<file path="src/logic/udi_pkg.sv">
// constants and register map for the usb device interrupt logic
// Behaviour
// - each usb event sets its own sticky bit; per-source enable gates it
// - global allow bit in mode register masks the level output and pulse starts; a pulse already running completes
// - two config bits select output polarity and level or pulse signalling
// - after reset the output is active low and in level signalling
// - pulse signalling emits one 200 ns (4 cycle) pulse on each zero-to-one of the OR while no pulse runs
// - status read clears bus reset, resume, dma done and frame bits
// - endpoint bits clear only on a read of their own endpoint register
// - bus state bit is live, never latched, and reads the present state
// - setup and out endpoint events come only after the data was acknowledged
// - bulk endpoints raise an event on every ack for out or in
// - isochronous endpoints raise an event on every completed packet
// - pseudo frame interrupt has its own bit in the enable register
// - a missing frame start makes a pseudo frame tick every 1 ms; ticks stop at the third miss, when suspend is entered
// - three missed frame starts in a row enter the suspend state
// - bits 23..10 endpoints 14..1, 9 ctrl in, 8 ctrl out, 5..0 events
// - status bit 7 gives bus state: zero awake, one suspended
// - dma done bit sets when the dma transfer counter reaches zero
package udi_pkg;

    localparam logic [7:0] OFS_STATUS  = 8'h00;
    localparam logic [7:0] OFS_ENABLE  = 8'h04;
    localparam logic [7:0] OFS_MODE    = 8'h08;
    localparam logic [7:0] OFS_HWCFG   = 8'h0C;
    localparam logic [7:0] OFS_ISO_SEL = 8'h10;
    localparam logic [7:0] OFS_EP_BASE = 8'h40;
    localparam logic [7:0] OFS_EP_LAST = 8'h7C;

    localparam int BIT_BUS_RESET  = 0;
    localparam int BIT_RESUME     = 1;
    localparam int BIT_SLEEP_CHG  = 2;
    localparam int BIT_DMA_DONE   = 3;
    localparam int BIT_FRAME      = 4;
    localparam int BIT_PSEUDO     = 5;
    localparam int BIT_BUS_STATE  = 7;
    localparam int BIT_EP_FIRST   = 8;
    localparam int NUM_EP         = 16;

    localparam int BIT_MODE_ALLOW = 0;
    localparam int BIT_CFG_POL    = 0;
    localparam int BIT_CFG_PULSE  = 1;

    // bits that hold a sticky flag; 6 reserved, 7 live
    localparam logic [23:0] LATCH_MASK   = 24'hFFFF3F;
    localparam logic [23:0] READ_CLR     = 24'h00001B;
    localparam logic [23:0] WRITE_CLR    = 24'h000024;
    localparam logic [15:0] ISO_ALLOWED  = 16'hFFFC;

    localparam logic [23:0] RST_ENABLE   = 24'h000000;
    localparam logic        RST_ALLOW    = 1'b0;
    localparam logic        RST_POL      = 1'b0;
    localparam logic        RST_PULSE    = 1'b0;

    localparam int CLK_MHZ        = 20;
    localparam int CLK_PERIOD_NS  = 50;
    localparam int PULSE_NS       = 166;
    localparam int PULSE_CYC      = (PULSE_NS + CLK_PERIOD_NS - 1)
                                    / CLK_PERIOD_NS;
    localparam int FRAME_US       = 1000;
    localparam int FRAME_CYC      = FRAME_US * CLK_MHZ;
    localparam int MISS_LIMIT     = 3;

endpackage

</file>
<file path="src/logic/udi_sync.sv">
// two flop synchroniser for level inputs
`timescale 1ns/10ps
module udi_sync #(
    parameter int W = 1
) (
    input  wire logic         pclk,
    input  wire logic         presetn,
    input  wire logic [W-1:0] din,
    output logic      [W-1:0] dout
);
    typedef struct packed {
        logic [W-1:0] first;
        logic [W-1:0] second;
    } udi_sync_t;

    udi_sync_t st_reg;
    udi_sync_t st_next;

    always_comb begin
        st_next        = st_reg;
        st_next.first  = din;
        st_next.second = st_reg.first;
    end

    always_ff @(posedge pclk or negedge presetn) begin
        if (!presetn) begin
            st_reg <= '0;
        end else begin
            st_reg <= st_next;
        end
    end

    assign dout = st_reg.second;
endmodule

</file>
<file path="src/logic/udi_irq_top.sv">
// usb device interrupt logic with apb register slave
//
// Our own choices: the register addresses and the APB interface to the registers.
`timescale 1ns/10ps
module udi_irq_top #(
    parameter int FRAME_CYCLES = udi_pkg::FRAME_CYC
) (
    input  wire logic        pclk,
    input  wire logic        presetn,
    input  wire logic        psel,
    input  wire logic        penable,
    input  wire logic        pwrite,
    input  wire logic [7:0]  paddr,
    input  wire logic [31:0] pwdata,
    output logic      [31:0] prdata,
    output logic             pready,
    output logic             pslverr,
    input  wire logic        bus_reset_evt,
    input  wire logic        resume_evt,
    input  wire logic        sof_evt,
    input  wire logic        dma_count_done,
    input  wire logic [15:0] ep_ack_out,
    input  wire logic [15:0] ep_ack_in,
    input  wire logic [15:0] ep_iso_done,
    input  wire logic        bus_sleep_state,
    output logic             irq_out,
    output logic             auto_sleep
);
    typedef struct packed {
        logic [23:0] status;
        logic [23:0] enable;
        logic        global_irq_allow;
        logic        irq_polarity_sel;
        logic        irq_signalling_sel;
        logic [15:0] iso_sel;
        logic [31:0] rdata;
        logic        ready;
        logic        slverr;
        logic        any_q;
        logic [2:0]  pulse_cnt;
        logic        irq;
        logic [15:0] frame_cnt;
        logic        frame_run;
        logic [1:0]  miss;
        logic        auto_sleep;
        logic        sleep_q;
    } udi_state_t;

    localparam logic [2:0]  PULSE_LOAD = 3'(udi_pkg::PULSE_CYC);
    localparam logic [15:0] FRAME_LAST = 16'(FRAME_CYCLES - 1);
    localparam logic [1:0]  MISS_LAST  = 2'(udi_pkg::MISS_LIMIT - 1);

    udi_state_t st_reg;
    udi_state_t st_next;
    logic       sleep_sync;
    logic [15:0] ep_evt;
    logic [23:0] status_view;
    logic        setup_ph;
    logic        access_ph;
    logic        any_en;
    logic        irq_act;

    // bus state comes straight from the transceiver, outside our clock
    udi_sync #(
        .W (1)
    ) u_sleep_sync (
        .pclk    (pclk),
        .presetn (presetn),
        .din     (bus_sleep_state),
        .dout    (sleep_sync)
    );

    assign setup_ph  = psel && !penable;
    assign access_ph = psel && penable;

    // ack pulses arrive from the serial engine only after the handshake
    always_comb begin
        for (int i = 0; i < udi_pkg::NUM_EP; i++) begin
            ep_evt[i] = st_reg.iso_sel[i] ? ep_iso_done[i]
                      : (ep_ack_out[i] || ep_ack_in[i]);
        end
    end

    always_comb begin
        status_view = st_reg.status & udi_pkg::LATCH_MASK;
        status_view[udi_pkg::BIT_BUS_STATE] = sleep_sync;
    end

    // the enable bit 5 is the pseudo frame allow, same layout as status
    assign any_en = st_reg.global_irq_allow
                 && |(st_reg.status & udi_pkg::LATCH_MASK
                      & st_reg.enable);

    always_comb begin
        logic [23:0] set_v;
        logic [23:0] clr_v;
        logic [7:0]  a;
        logic        mapped;
        logic        active;
        int          ep_idx;
        set_v  = '0;
        clr_v  = '0;
        a      = paddr;
        mapped = 1'b0;
        active = 1'b0;
        ep_idx = 0;
        st_next       = st_reg;
        st_next.ready = 1'b1;

        // event sources, laid out as the status word
        set_v[udi_pkg::BIT_BUS_RESET] = bus_reset_evt;
        set_v[udi_pkg::BIT_RESUME]    = resume_evt;
        set_v[udi_pkg::BIT_DMA_DONE]  = dma_count_done;
        set_v[udi_pkg::BIT_FRAME]     = sof_evt;
        set_v[udi_pkg::BIT_SLEEP_CHG] = sleep_sync && !st_reg.sleep_q;
        set_v[23:udi_pkg::BIT_EP_FIRST] = ep_evt;
        st_next.sleep_q = sleep_sync;

        // pseudo frame timer runs only once frames have been seen
        if (bus_reset_evt) begin
            st_next.frame_run  = 1'b0;
            st_next.frame_cnt  = '0;
            st_next.miss       = '0;
            st_next.auto_sleep = 1'b0;
        end else if (sof_evt) begin
            st_next.frame_run  = 1'b1;
            st_next.frame_cnt  = '0;
            st_next.miss       = '0;
            st_next.auto_sleep = 1'b0;
        end else if (st_reg.frame_run) begin
            if (st_reg.frame_cnt == FRAME_LAST) begin
                st_next.frame_cnt = '0;
                set_v[udi_pkg::BIT_PSEUDO] = 1'b1;
                if (st_reg.miss == MISS_LAST) begin
                    st_next.auto_sleep = 1'b1;
                    st_next.frame_run  = 1'b0;
                    st_next.miss       = '0;
                end else begin
                    st_next.miss = st_reg.miss + 2'h1;
                end
            end else begin
                st_next.frame_cnt = st_reg.frame_cnt + 16'h0001;
            end
        end
        if (resume_evt) begin
            st_next.auto_sleep = 1'b0;
        end

        // apb decode; read data is caught in setup so access clears only
        // bits that were actually reported, so no event slips through
        if (a == udi_pkg::OFS_STATUS || a == udi_pkg::OFS_ENABLE
            || a == udi_pkg::OFS_MODE || a == udi_pkg::OFS_HWCFG
            || a == udi_pkg::OFS_ISO_SEL) begin
            mapped = 1'b1;
        end
        if (a >= udi_pkg::OFS_EP_BASE && a <= udi_pkg::OFS_EP_LAST
            && a[1:0] == 2'b00) begin
            mapped = 1'b1;
            ep_idx = int'(a[5:2]);
        end

        if (setup_ph) begin
            st_next.slverr = !mapped;
            st_next.rdata  = '0;
            if (!pwrite) begin
                if (a == udi_pkg::OFS_STATUS) begin
                    st_next.rdata = {8'h00, status_view};
                end else if (a == udi_pkg::OFS_ENABLE) begin
                    st_next.rdata = {8'h00, st_reg.enable};
                end else if (a == udi_pkg::OFS_MODE) begin
                    st_next.rdata[udi_pkg::BIT_MODE_ALLOW] =
                        st_reg.global_irq_allow;
                end else if (a == udi_pkg::OFS_HWCFG) begin
                    st_next.rdata[udi_pkg::BIT_CFG_POL] =
                        st_reg.irq_polarity_sel;
                    st_next.rdata[udi_pkg::BIT_CFG_PULSE] =
                        st_reg.irq_signalling_sel;
                end else if (a == udi_pkg::OFS_ISO_SEL) begin
                    st_next.rdata = {16'h0000, st_reg.iso_sel};
                end else if (mapped) begin
                    st_next.rdata[0] =
                        st_reg.status[udi_pkg::BIT_EP_FIRST + ep_idx];
                end
            end
        end

        if (access_ph && !pwrite && a == udi_pkg::OFS_STATUS) begin
            clr_v = st_reg.rdata[23:0] & udi_pkg::READ_CLR;
        end
        if (access_ph && !pwrite && mapped
            && a >= udi_pkg::OFS_EP_BASE) begin
            clr_v[udi_pkg::BIT_EP_FIRST + ep_idx] =
                st_reg.rdata[0];
        end
        if (access_ph && pwrite) begin
            unique case (a)
                udi_pkg::OFS_STATUS: begin
                    clr_v = pwdata[23:0] & udi_pkg::WRITE_CLR;
                end
                udi_pkg::OFS_ENABLE: begin
                    st_next.enable = pwdata[23:0] & udi_pkg::LATCH_MASK;
                end
                udi_pkg::OFS_MODE: begin
                    st_next.global_irq_allow = pwdata[udi_pkg::BIT_MODE_ALLOW];
                end
                udi_pkg::OFS_HWCFG: begin
                    st_next.irq_polarity_sel   = pwdata[udi_pkg::BIT_CFG_POL];
                    st_next.irq_signalling_sel =
                        pwdata[udi_pkg::BIT_CFG_PULSE];
                end
                udi_pkg::OFS_ISO_SEL: begin
                    st_next.iso_sel = pwdata[15:0] & udi_pkg::ISO_ALLOWED;
                end
                default: begin
                end
            endcase
        end

        // a set in the same cycle as its clear wins
        st_next.status = ((st_reg.status & ~clr_v) | set_v)
                       & udi_pkg::LATCH_MASK;

        // output stage; pulse retrigger is ignored while a pulse runs
        st_next.any_q = any_en;
        if (st_reg.pulse_cnt != 3'h0) begin
            st_next.pulse_cnt = st_reg.pulse_cnt - 3'h1;
        end else if (any_en && !st_reg.any_q
                     && st_reg.irq_signalling_sel) begin
            st_next.pulse_cnt = PULSE_LOAD;
        end
        active = st_reg.irq_signalling_sel ? (st_next.pulse_cnt != 3'h0)
                                           : any_en;
        st_next.irq = st_reg.irq_polarity_sel ? active : !active;
    end

    always_ff @(posedge pclk or negedge presetn) begin
        if (!presetn) begin
            st_reg                    <= '0;
            st_reg.enable             <= udi_pkg::RST_ENABLE;
            st_reg.global_irq_allow   <= udi_pkg::RST_ALLOW;
            st_reg.irq_polarity_sel   <= udi_pkg::RST_POL;
            st_reg.irq_signalling_sel <= udi_pkg::RST_PULSE;
            st_reg.irq                <= ~udi_pkg::RST_POL;
        end else begin
            st_reg <= st_next;
        end
    end

    assign prdata     = st_reg.rdata;
    assign pready     = st_reg.ready;
    assign pslverr    = st_reg.slverr;
    assign irq_out    = st_reg.irq;
    assign auto_sleep = st_reg.auto_sleep;
    assign irq_act    = st_reg.irq_polarity_sel ? irq_out : !irq_out;

    // checks
    evt_latch_a: assert property (@(posedge pclk) disable iff (!presetn)
        bus_reset_evt |=> st_reg.status[0])
        else $error("bus reset event not latched");
    global_mask_a: assert property (@(posedge pclk) disable iff (!presetn)
        (!st_reg.global_irq_allow && !st_reg.irq_signalling_sel)
        |=> !irq_act)
        else $error("irq active while globally masked");
    level_pol_a: assert property (@(posedge pclk) disable iff (!presetn)
        (!st_reg.irq_signalling_sel && any_en)
        |=> irq_out == $past(st_reg.irq_polarity_sel))
        else $error("level irq wrong polarity");
    reset_dflt_a: assert property (@(posedge pclk)
        !presetn |-> (irq_out && !st_reg.irq_polarity_sel
                      && !st_reg.irq_signalling_sel))
        else $error("irq defaults wrong in reset");
    pulse_width_a: assert property (@(posedge pclk) disable iff (!presetn)
        ($rose(irq_act) && st_reg.irq_signalling_sel
         && $stable(st_reg.irq_polarity_sel))
        |-> irq_act[*4] ##1 !irq_act)
        else $error("irq pulse not four cycles");
    read_clear_a: assert property (@(posedge pclk) disable iff (!presetn)
        (access_ph && !pwrite && paddr == udi_pkg::OFS_STATUS
         && st_reg.rdata[0] && !bus_reset_evt)
        |=> !st_reg.status[0])
        else $error("bus reset bit not cleared by read");
    ep_keep_a: assert property (@(posedge pclk) disable iff (!presetn)
        (access_ph && paddr == udi_pkg::OFS_STATUS && st_reg.status[8])
        |=> st_reg.status[8])
        else $error("endpoint bit cleared by status read");
    bus_live_a: assert property (@(posedge pclk) disable iff (!presetn)
        (setup_ph && !pwrite && paddr == udi_pkg::OFS_STATUS)
        |=> st_reg.rdata[7] == $past(sleep_sync))
        else $error("bus state bit not live");
    bulk_evt_a: assert property (@(posedge pclk) disable iff (!presetn)
        (!st_reg.iso_sel[2] && ep_ack_in[2])
        |=> st_reg.status[10])
        else $error("bulk ack not latched");
    iso_evt_a: assert property (@(posedge pclk) disable iff (!presetn)
        (st_reg.iso_sel[2] && ep_iso_done[2])
        |=> st_reg.status[10])
        else $error("iso packet not latched");
    pseudo_tick_a: assert property (@(posedge pclk) disable iff (!presetn)
        (st_reg.frame_run && st_reg.frame_cnt == FRAME_LAST
         && !sof_evt && !bus_reset_evt) |=> st_reg.status[5])
        else $error("pseudo frame tick missing");
    miss_sleep_a: assert property (@(posedge pclk) disable iff (!presetn)
        (st_reg.frame_run && st_reg.frame_cnt == FRAME_LAST
         && st_reg.miss == 2'h2 && !sof_evt && !bus_reset_evt
         && !resume_evt) |=> auto_sleep)
        else $error("no suspend after three misses");
    dma_done_a: assert property (@(posedge pclk) disable iff (!presetn)
        dma_count_done |=> st_reg.status[3])
        else $error("dma done not latched");

    pulse_seen_c: cover property (@(posedge pclk) disable iff (!presetn)
        st_reg.irq_signalling_sel && $rose(irq_act));
    auto_sleep_c: cover property (@(posedge pclk) disable iff (!presetn)
        $rose(auto_sleep));
    ep_clear_c: cover property (@(posedge pclk) disable iff (!presetn)
        $fell(st_reg.status[10]));
endmodule

</file>
<file path="config.mk">
export PLATFORM = sky130hd
export DESIGN_NAME = udi_irq_top
export DESIGN_NICKNAME = d
export VERILOG_FILES = /design/src/logic/udi_pkg.sv /design/src/logic/udi_sync.sv /design/src/logic/udi_irq_top.sv
export SDC_FILE = /design/constraint.sdc
export NUM_CORES = 1
export LEC_CHECK = 0
export ABC_AREA = 1
export BUFFER_PORTS_ARGS = -buffer_cell sky130_fd_sc_hd__buf_2
export CORE_ASPECT_RATIO = 0.9
export CORE_MARGIN = 4
export CORE_UTILIZATION = 59
export DETAILED_ROUTE_END_ITERATION = 16
export GPL_ROUTABILITY_DRIVEN = 0
export PLACE_DENSITY = 0.86
export SLEW_MARGIN = 40
export SYNTH_ARGS = -nofsm -noshare
export SYNTH_HDL_FRONTEND = slang
export SYNTH_HIERARCHICAL = 1
export SYNTH_SLANG_ARGS = --single-unit
export TNS_END_PERCENT = 1
</file>
<file path="constraint.sdc">
create_clock -name pclk -period 3.35 [get_ports pclk]
set_clock_uncertainty 0.2 [all_clocks]
set_input_delay 0.335 -clock pclk [delete_from_list [all_inputs] [get_ports pclk]]
set_output_delay 0.335 -clock pclk [all_outputs]
set_load 0.05 [all_outputs]
</file>
==> flow_summary.yaml, run 1 <==
route:
  ant_nets: 0
  drt_iter0_markers: 757
  viasPerCell: 5.83
  first_pass_iters: 13
  routedWlPerCell_um: 17.7
  num_vias: 6056
  drcViolationCount: 0
  drt-total-wl_um: 18400
grt:
  antenna_found_initial: 1
  grt_pass1_wl_um: 28900
  track_usage_pct: 31.9
  grt_pass1_vias: 6138
  grt_overflow: 0
  grt_max_degree: 62
cts:
  ctsHoldBuffers: 66
  clock_latency_ns: 0.53
  cts_resized: 0
  cts_setup_buffers: 0
  clk_pin_slew_ns: 0.06
  clockBufferDepth: 2
  clkSinkCount: 115
  cts_tree: "built"
  numCtsBuffers: 17
  htree_levels: 4
  cts-root-buf: "clkbuf_8"
worst_setup_path:
  slowest_stage: "dlygate4sd3_1"
  crit_path_start_kind: "input pin"
  crit_top_cell: "dlygate4sd3_1"
  cp_max_fo: 5
  end_kind: "register"
  worstPathCellList: "dlygate4sd3_1, buf_2, inv_2, nor3_1, nand2_1, nor2_2, inv_1, o31ai_1, nand3_1, dlygate4sd3_1"
  critPathArrivalTime_ns: 3.04
  required_ns: 3.56
  crit_type: "in2reg"
  cp.depth: 10
  critPathBufInv: 5
  r2r_cells: 6
  max_stage_delay_ns: 0.59
  crit_family: "buffers and inverters"
pwr:
  p_leak_nw: 3.79
  p_per_area_nw_per_um2: 482
  vdd_drop_max_mv: 0.398
worst_hold_path:
  hp-class: "in2reg"
  hold_depth: 4
layout:
  finish.instance_area_um2: 7680
  stdcell_count: 1038
  nets: 999
  drive_above_1_share_pct: 21.0
  largest_register_ffs: 85
  syn2layout_area_growth_pct: 29.1
floorplanning:
  die_y_um: 103
  die_x_um: 114
  initial_core_util_pct: 61.1
  rows: 34
  ioPinCount: 134
  core-area_um2: 9740
  dieArea_um2: 11800
synth:
  async_flop_share_pct: 100
  synth-seq-cells: 115
  postSynthAreaPerCell_um2: 8.08
  synth-edff-count: 0
  synth_cell_types: 47
  yosysSeqAreaShare_pct: 48.4
  synth_cells: 737
  synth_ff_type: "dfrtp_1"
  synth_area_um2: 5950
  yosysWarnings: 6
timing:
  grt_setup_unrepaired: "no"
  finalSetupViolCount: 0
  layout_min_cycle_time_ns: 2.82
  fin_ws_ns: 0.526
  maxSlewViolCount: 0
  worst_pin_slew_ns: 0.712
  min_period_over_period_pct: 84.3
  maxSlewHeadroom_pct: 52.6
  hold_viol: 0
  fmax_mhz: 354
  tns_ns: 0
run_status:
  status: "complete, no violations"
flow_run:
  maxCapViolCount: 0
place:
  dp_hpwl_um: 11600
  placed_cells: 939
  pre_cts_ws_ns: 0.944
  placed_area_um2: 6430
  numPortBuffers: 115
[path summary, 6_finish.rpt]
kind / to / slack, ns / from
setup / recovery: st_reg[117] / 0.53 / penable
hold / removal: st_reg[78] / 0.07 / psel
setup reg to reg: st_reg[117] / 0.98 / prdata[0]
hold reg to reg: u_sleep_sync/dout / 0.15 / u_sleep_sync/st_next[0]
max in group asynchronous: irq_out / 1.94 / presetn
min in group asynchronous: st_reg[125] / 0.20 / presetn
[synth_stat cells (3+ instances only)]
| library cell | instances | area [um^2] |
|---|---|---|
| nand2_1 | 174 | 653 |
| dfrtp_1 | 114 | 2850 |
| inv_1 | 72 | 270 |
| nor2_1 | 72 | 270 |
| o21ai_0 | 44 | 220 |
| o21ai_1 | 43 | 215 |
| buf_4 | 33 | 248 |
| a21oi_1 | 30 | 150 |
| nand3_1 | 29 | 145 |
| inv_2 | 16 | 60.1 |
| a221oi_1 | 9 | 78.8 |
| clkbuf_1 | 8 | 30.0 |
| nor2_2 | 8 | 50.1 |
| nor3_1 | 8 | 40.0 |
| o211ai_1 | 8 | 60.1 |
| buf_2 | 7 | 35.0 |
| o22ai_1 | 7 | 43.8 |
| mux2_2 | 6 | 67.6 |
| xor2_1 | 4 | 35.0 |
| a31oi_1 | 3 | 18.8 |
| ha_1 | 3 | 37.5 |
| o221ai_1 | 3 | 26.3 |
| o31ai_1 | 3 | 22.5 |
[worst min-delay path, stage by stage]
cell	delay, ns
buf_2	0.10
inv_2	0.10
nor3_4	0.08
a31oi_1	0.15
[cell usage in the layout, fill, tap and decap left out, drive strengths merged, types with 9 or more instances in the layout]
master / synthesis / layout
o21ai: 87 / 87
inv: 88 / 89
conb: 2 / 9
nand3: 31 / 31
dfrtp: 114 / 114
buf: 41 / 118
nand2: 176 / 176
dlygate4sd3: 0 / 66
clkbuf: 8 / 24
nor2: 82 / 82
a221oi: 9 / 9
nor3: 11 / 11
a21oi: 30 / 30
[power breakdown]
part | internal (mW) | switching [mW] | leakage (nW)
clock | 1.19 | 0.639 | 0.286
sequential | 1.43 | 0.0338 | 1.46
combinational | 0.159 | 0.245 | 2.05
total | 2.78 | 0.919 | 3.79
[area by class of cell]
cell class	count	area (um^2)
timing repair buffer	184	1270
multi-input combinational	492	2450
inverter	88	330
clock inverter	8	124
sequential	115	2880
fill	606	2060
tap	126	158
antenna	1	2.50
clock buffer	24	470
[metrics by stage]
stage	util (%)	power (mW)	hold slack, ns
after floorplan	-	1.70	-0.161
after global placement	66.0	1.81	0.131
after detailed placement	66.0	1.84	0.136
after CTS	78.8	3.69	0.0688
after global routing	78.9	3.82	0.0657
final	78.9	3.70	0.0704
[cells by family after synthesis]
logic type                 synth area share (%)
and+or+nand+nor                            22.5
buffers and inverters                      11.0
xor gates and xnor gates                  0.588
DFF                                        48.4
AOI/OAI and AO/OA                          15.2
adders and majority gates                 0.631
other                                     0.126
muxes                                      1.64
[metal layers]
| layer | GRT usage, % | up-vias | share of wire (%) |
|---|---|---|---|
| li1 | - | 2699 | - |
| met1 | 37.1 | 2806 | 36 |
| met2 | 52.9 | 437 | 47 |
| met3 | 10.9 | 114 | 11 |
| met4 | 17.3 | 0 | 4.8 |
| met5 | 0 | - | 0 |
Power figures use the tool's default switching activity.
==> run 2: changes to the inputs <==
- CORE_UTILIZATION: 59 -> 49
- PLACE_DENSITY: 0.86 -> 0.76
- clock period: 3.35 -> 2.48 ns (I/O delays scaled with it)
==> run 2 against run 1 <==
- worst hold slack lost 0.044 ns
- non-clock buffer count is 5 higher
- core utilization is 12 points lower
- count of clock-buffer cells in the layout fell by 6
- wire length decreased by 9.9%
- first-iteration DRC count down 23%
- sequential share of layout area is 0.46 points lower
- power grew 36%
- global-route usage down 7.2 points
- sequential cell count unchanged
- critical endpoint is now st_reg[116]
- largest cell class unchanged
- highest routed layer unchanged
==> flow_summary.yaml, run 2 (synthesis gave the netlist of run 1 again) <==
timing:
  fin_ws_ns: 0.165
  worst_pin_slew_ns: 0.593
  finalSetupViolCount: 0
  maxSlewViolCount: 0
  fmax_mhz: 432
  min_period_over_period_pct: 93.4
  layout_min_cycle_time_ns: 2.32
  hold_slack_ns: 0.0265
  maxSlewHeadroom_pct: 60.5
  tns_ns: 0
  hold_viol: 0
  grt_setup_unrepaired: "no"
worst_setup_path:
  critPathArrivalTime_ns: 2.41
  cp-startpoint: "paddr[1]"
  required_ns: 2.57
  end_kind: "register"
  crit_path_start_kind: "input pin"
  reg2reg_to: "st_reg[116]"
  r2r_start: "prdata[0]"
  cp-endpoint: "st_reg[116]"
  rrSetupSlack_ns: 0.26
  cp_max_fo: 6
  r2r_cells: 6
  crit_type: "in2reg"
cts:
  numCtsBuffers: 17
  cts_tree: "built"
  cts_resized: 0
  cts-root-buf: "clkbuf_16"
  clk_pin_slew_ns: 0.06
  clkSinkCount: 115
  clock_latency_ns: 0.42
  htree_levels: 4
  clockBufferDepth: 2
floorplanning:
  die_y_um: 113
  initial_core_util_pct: 51.0
  dieArea_um2: 14000
  rows: 37
  core-area_um2: 11700
  ioPinCount: 134
  die_x_um: 124
place:
  pre_cts_ws_ns: 0.401
  numPortBuffers: 115
  placed_cells: 974
  dp_hpwl_um: 11200
  placed_area_um2: 6500
layout:
  nets: 1004
  drive_above_1_share_pct: 21.8
  fill_cells: 949
  finish.instance_area_um2: 7780
  num_antenna_cells: 0
  stdcell_count: 1072
  final_cell_mix: "174 x nand2_1, 114 x dfrtp_1, 114 x buf_2"
  largest_register_ffs: 85
  layout_commonest_cell: "nand2_1"
  final_core_util_pct: 66.7
  syn2layout_area_growth_pct: 30.7
route:
  num_vias: 5621
  drt_iter0_markers: 586
  viasPerCell: 5.24
  ant_nets: 0
  drt-total-wl_um: 16500
  first_pass_iters: 6
  routedWlPerCell_um: 15.4
  drcViolationCount: 0
grt:
  grt_max_degree: 102
  grt_overflow: 0
  antenna_found_initial: 0
  grt_pass1_wl_um: 26900
  track_usage_pct: 24.7
  grt_pass1_vias: 5568
flow_run:
  maxCapViolCount: 0
pwr:
  p_leak_nw: 3.83
  vdd_drop_max_mv: 0.524
  p_per_area_nw_per_um2: 646
  finalPower_mw: 5.03
run_status:
  status: "complete, no violations"
worst_hold_path:
  hp-class: "in2async"
-- run 2: cell types whose count changed in the layout (fill, tap and decap cells not counted), sizes merged --
| cell | before | now |
|---|---|---|
| clkinvlp | 2 | 3 |
| buf | 118 | 123 |
| clkbuf | 24 | 18 |
| diode | 1 | 0 |
| clkinv | 2 | 5 |
| inv | 89 | 91 |
-- run 2: per-layer routing --
| metal | part of all wire [%] | global-route usage, % | vias to the layer above |
|---|---|---|---|
| met5 | 0 | 0 | - |
| met4 | 1.8 | 8.39 | 0 |
| met3 | 8.9 | 5.84 | 36 |
| met2 | 48 | 38.9 | 266 |
| met1 | 42 | 33.4 | 2607 |
| li1 | - | - | 2712 |
-- run 2: final cells by class --
class                           count  area [um^2]  area share, %
Clock buffer                       18          439           5.64
Clock inverter                     14          179           2.30
Inverter                           88          330           4.25
Multi-Input combinational cell    492         2450           31.4
Sequential cell                   115         2880           37.0
Tap cell                          156          195           2.51
Timing Repair Buffer              189         1310           16.9
-- run 2: critical path, stage by stage --
cell,delay (ns)
buf_2,0.12
inv_2,0.04
nand2_1,0.09
nor2_2,0.22
buf_4,0.19
nand2_1,0.08
nor2_2,0.22
inv_1,0.14
nor3_1,0.33
o221ai_1,0.15
dlygate4sd3_1,0.58
-- run 2: worst min path at each step --
stage	end	cells after the start
detailed placement	prdata[16]	1
floorplan	auto_sleep	0
CTS	prdata[16]	2
finish	prdata[16]	2
global placement	st_reg[123]	1
global route	prdata[16]	2
-- run 2: repair_timing --
action	4_1_cts	5_1_grt
buffers inserted	0	0
hold endpoints to repair	177	0
hold buffers	66	0
-- run 2: report_power, final --
part,leakage [nW],internal [mW],switching (mW),total (mW)
sequential,1.46,1.93,0.0397,1.97
combinational,2.07,0.216,0.310,0.526
clock,0.294,1.62,0.908,2.53
==> run 3: changes to the inputs <==
- CORE_UTILIZATION: 49 -> 59
- PLACE_DENSITY: 0.76 -> 0.86
- clock period: 2.48 -> 2.67 ns (I/O delays scaled with it)
==> run 3 against run 2 <==
- final cell count is 3.0% lower
- register-to-register slack improved by 0.21 ns
- sequential cell count did not move
- worst setup slack got worse by 0.037 ns
==> flow_summary.yaml, run 3 (synthesis gave the netlist of run 1 again) <==
route:
  routedWlPerCell_um: 17.2
  drt-total-wl_um: 17900
  viasPerCell: 5.77
  ant_nets: 0
  drt_iter0_markers: 703
  drcViolationCount: 0
  num_vias: 5996
  first_pass_iters: 5
pwr:
  finalPower_mw: 4.72
  p_per_area_nw_per_um2: 610
  p_leak_nw: 3.83
  vdd_drop_max_mv: 0.628
timing:
  worst_pin_slew_ns: 0.628
  tns_ns: 0
  finalSetupViolCount: 0
  hold_slack_ns: 0.0610
  maxSlewHeadroom_pct: 58.1
  min_period_over_period_pct: 95.2
  hold_viol: 0
  grt_setup_unrepaired: "no"
  layout_min_cycle_time_ns: 2.54
  fmax_mhz: 393
  maxSlewViolCount: 0
layout:
  final_cell_mix: "174 x nand2_1, 114 x dfrtp_1, 114 x buf_2"
  syn2layout_area_growth_pct: 29.9
  layout_commonest_cell: "nand2_1"
  drive_above_1_share_pct: 21.2
  largest_register_ffs: 85
  num_antenna_cells: 0
  nets: 1002
  fill_cells: 590
place:
  dp_hpwl_um: 11300
  numPortBuffers: 115
cts:
  clockBufferDepth: 2
  htree_levels: 4
  clkSinkCount: 115
  numCtsBuffers: 17
  clk_pin_slew_ns: 0.06
  clock_latency_ns: 0.53
  cts_tree: "built"
  cts-root-buf: "clkbuf_8"
worst_setup_path:
  worstPathCellList: "dlygate4sd3_1, buf_2, inv_2, nor3_1, nand2_1, nor2_4, inv_1, nor4_1, o221ai_1, dlygate4sd3_1"
  max_stage_delay_ns: 0.59
  crit_family: "buffers and inverters"
  end_kind: "register"
  cp_max_fo: 5
  slowest_stage: "dlygate4sd3_1"
  critPathArrivalTime_ns: 2.75
  crit_path_start_kind: "input pin"
  critPathBufInv: 5
  crit_top_cell: "dlygate4sd3_1"
  crit_type: "in2reg"
  required_ns: 2.88
flow_run:
  maxCapViolCount: 0
grt:
  grt_pass1_vias: 6001
  grt_pass1_wl_um: 28800
  grt_overflow: 0
  track_usage_pct: 31.8
  grt_max_degree: 116
  antenna_found_initial: 0
floorplanning:
  dieArea_um2: 11800
  die_x_um: 114
  ioPinCount: 134
  initial_core_util_pct: 61.1
  core-area_um2: 9740
  rows: 34
  die_y_um: 103
worst_hold_path:
  hp-class: "in2reg"
run_status:
  status: "complete, no violations"
run 3: repair_timing:
action / in CTS / in global routing
endpoints found under the setup margin: 0 / 1
buffers inserted: 0 / 0
hold buffers: 68 / 0
hold endpoints to repair: 184 / 0
gates resized for setup: 0 / 1
run 3: worst paths after layout:
check                                        startpoint                 to  slack, ns  cells after the start
worst min-delay path                           paddr[0]         st_reg[78]       0.06                      5
worst max register to register               st_reg[13]         auto_sleep       0.47                      8
worst max-delay path                            penable        st_reg[121]       0.13                     10
max in group asynchronous                       presetn         st_reg[82]       1.63                      3
min in group asynchronous                       presetn        st_reg[123]       0.14                      3
worst min register to register  u_sleep_sync/st_next[0]  u_sleep_sync/dout       0.17                      0
run 3: per-layer routing:
layer  track usage (%)  routed length [um]  vias up  share of wire [%]
met5                 0                   0        -                  0
met4              18.2                 771        0                4.3
met3              8.84                1810       76                 10
met2              52.8                8570      383                 48
met1              37.8                6780     2828                 38
li1                  -                   -     2709                  -
run 3: final cells by class:
type | instances | area (um^2) | area share [%]
Clock buffer | 22 | 463 | 5.98
Clock inverter | 10 | 154 | 1.99
Inverter | 88 | 330 | 4.27
Multi-Input combinational cell | 492 | 2450 | 31.7
Sequential cell | 115 | 2880 | 37.2
Tap cell | 126 | 158 | 2.04
Timing Repair Buffer | 187 | 1300 | 16.8
run 3: tightest hold or removal path, delay by kind of cell:
kind / cells / cell delay, ns
simple gates: 3 / 0.22
compound gates: 1 / 0.16
buf+inv: 1 / 0.10
run 3: report_power, final:
group	switching, mW	total (mW)	internal [mW]
Sequential	0.0408	1.84	1.80
Combinational	0.305	0.505	0.200
Clock	0.795	2.38	1.58
run 3: per-stage QoR:
stage	std cells	cell area (um^2)	utilization [%]	worst slack (ns)
floorplan	744	5980	-	0.928
global placement	940	6430	66.0	0.550
detailed placement	940	6430	66.0	0.510
CTS	1040	7730	79.4	0.181
global route	1040	7740	79.4	0.0425
finish	1040	7740	79.4	0.128
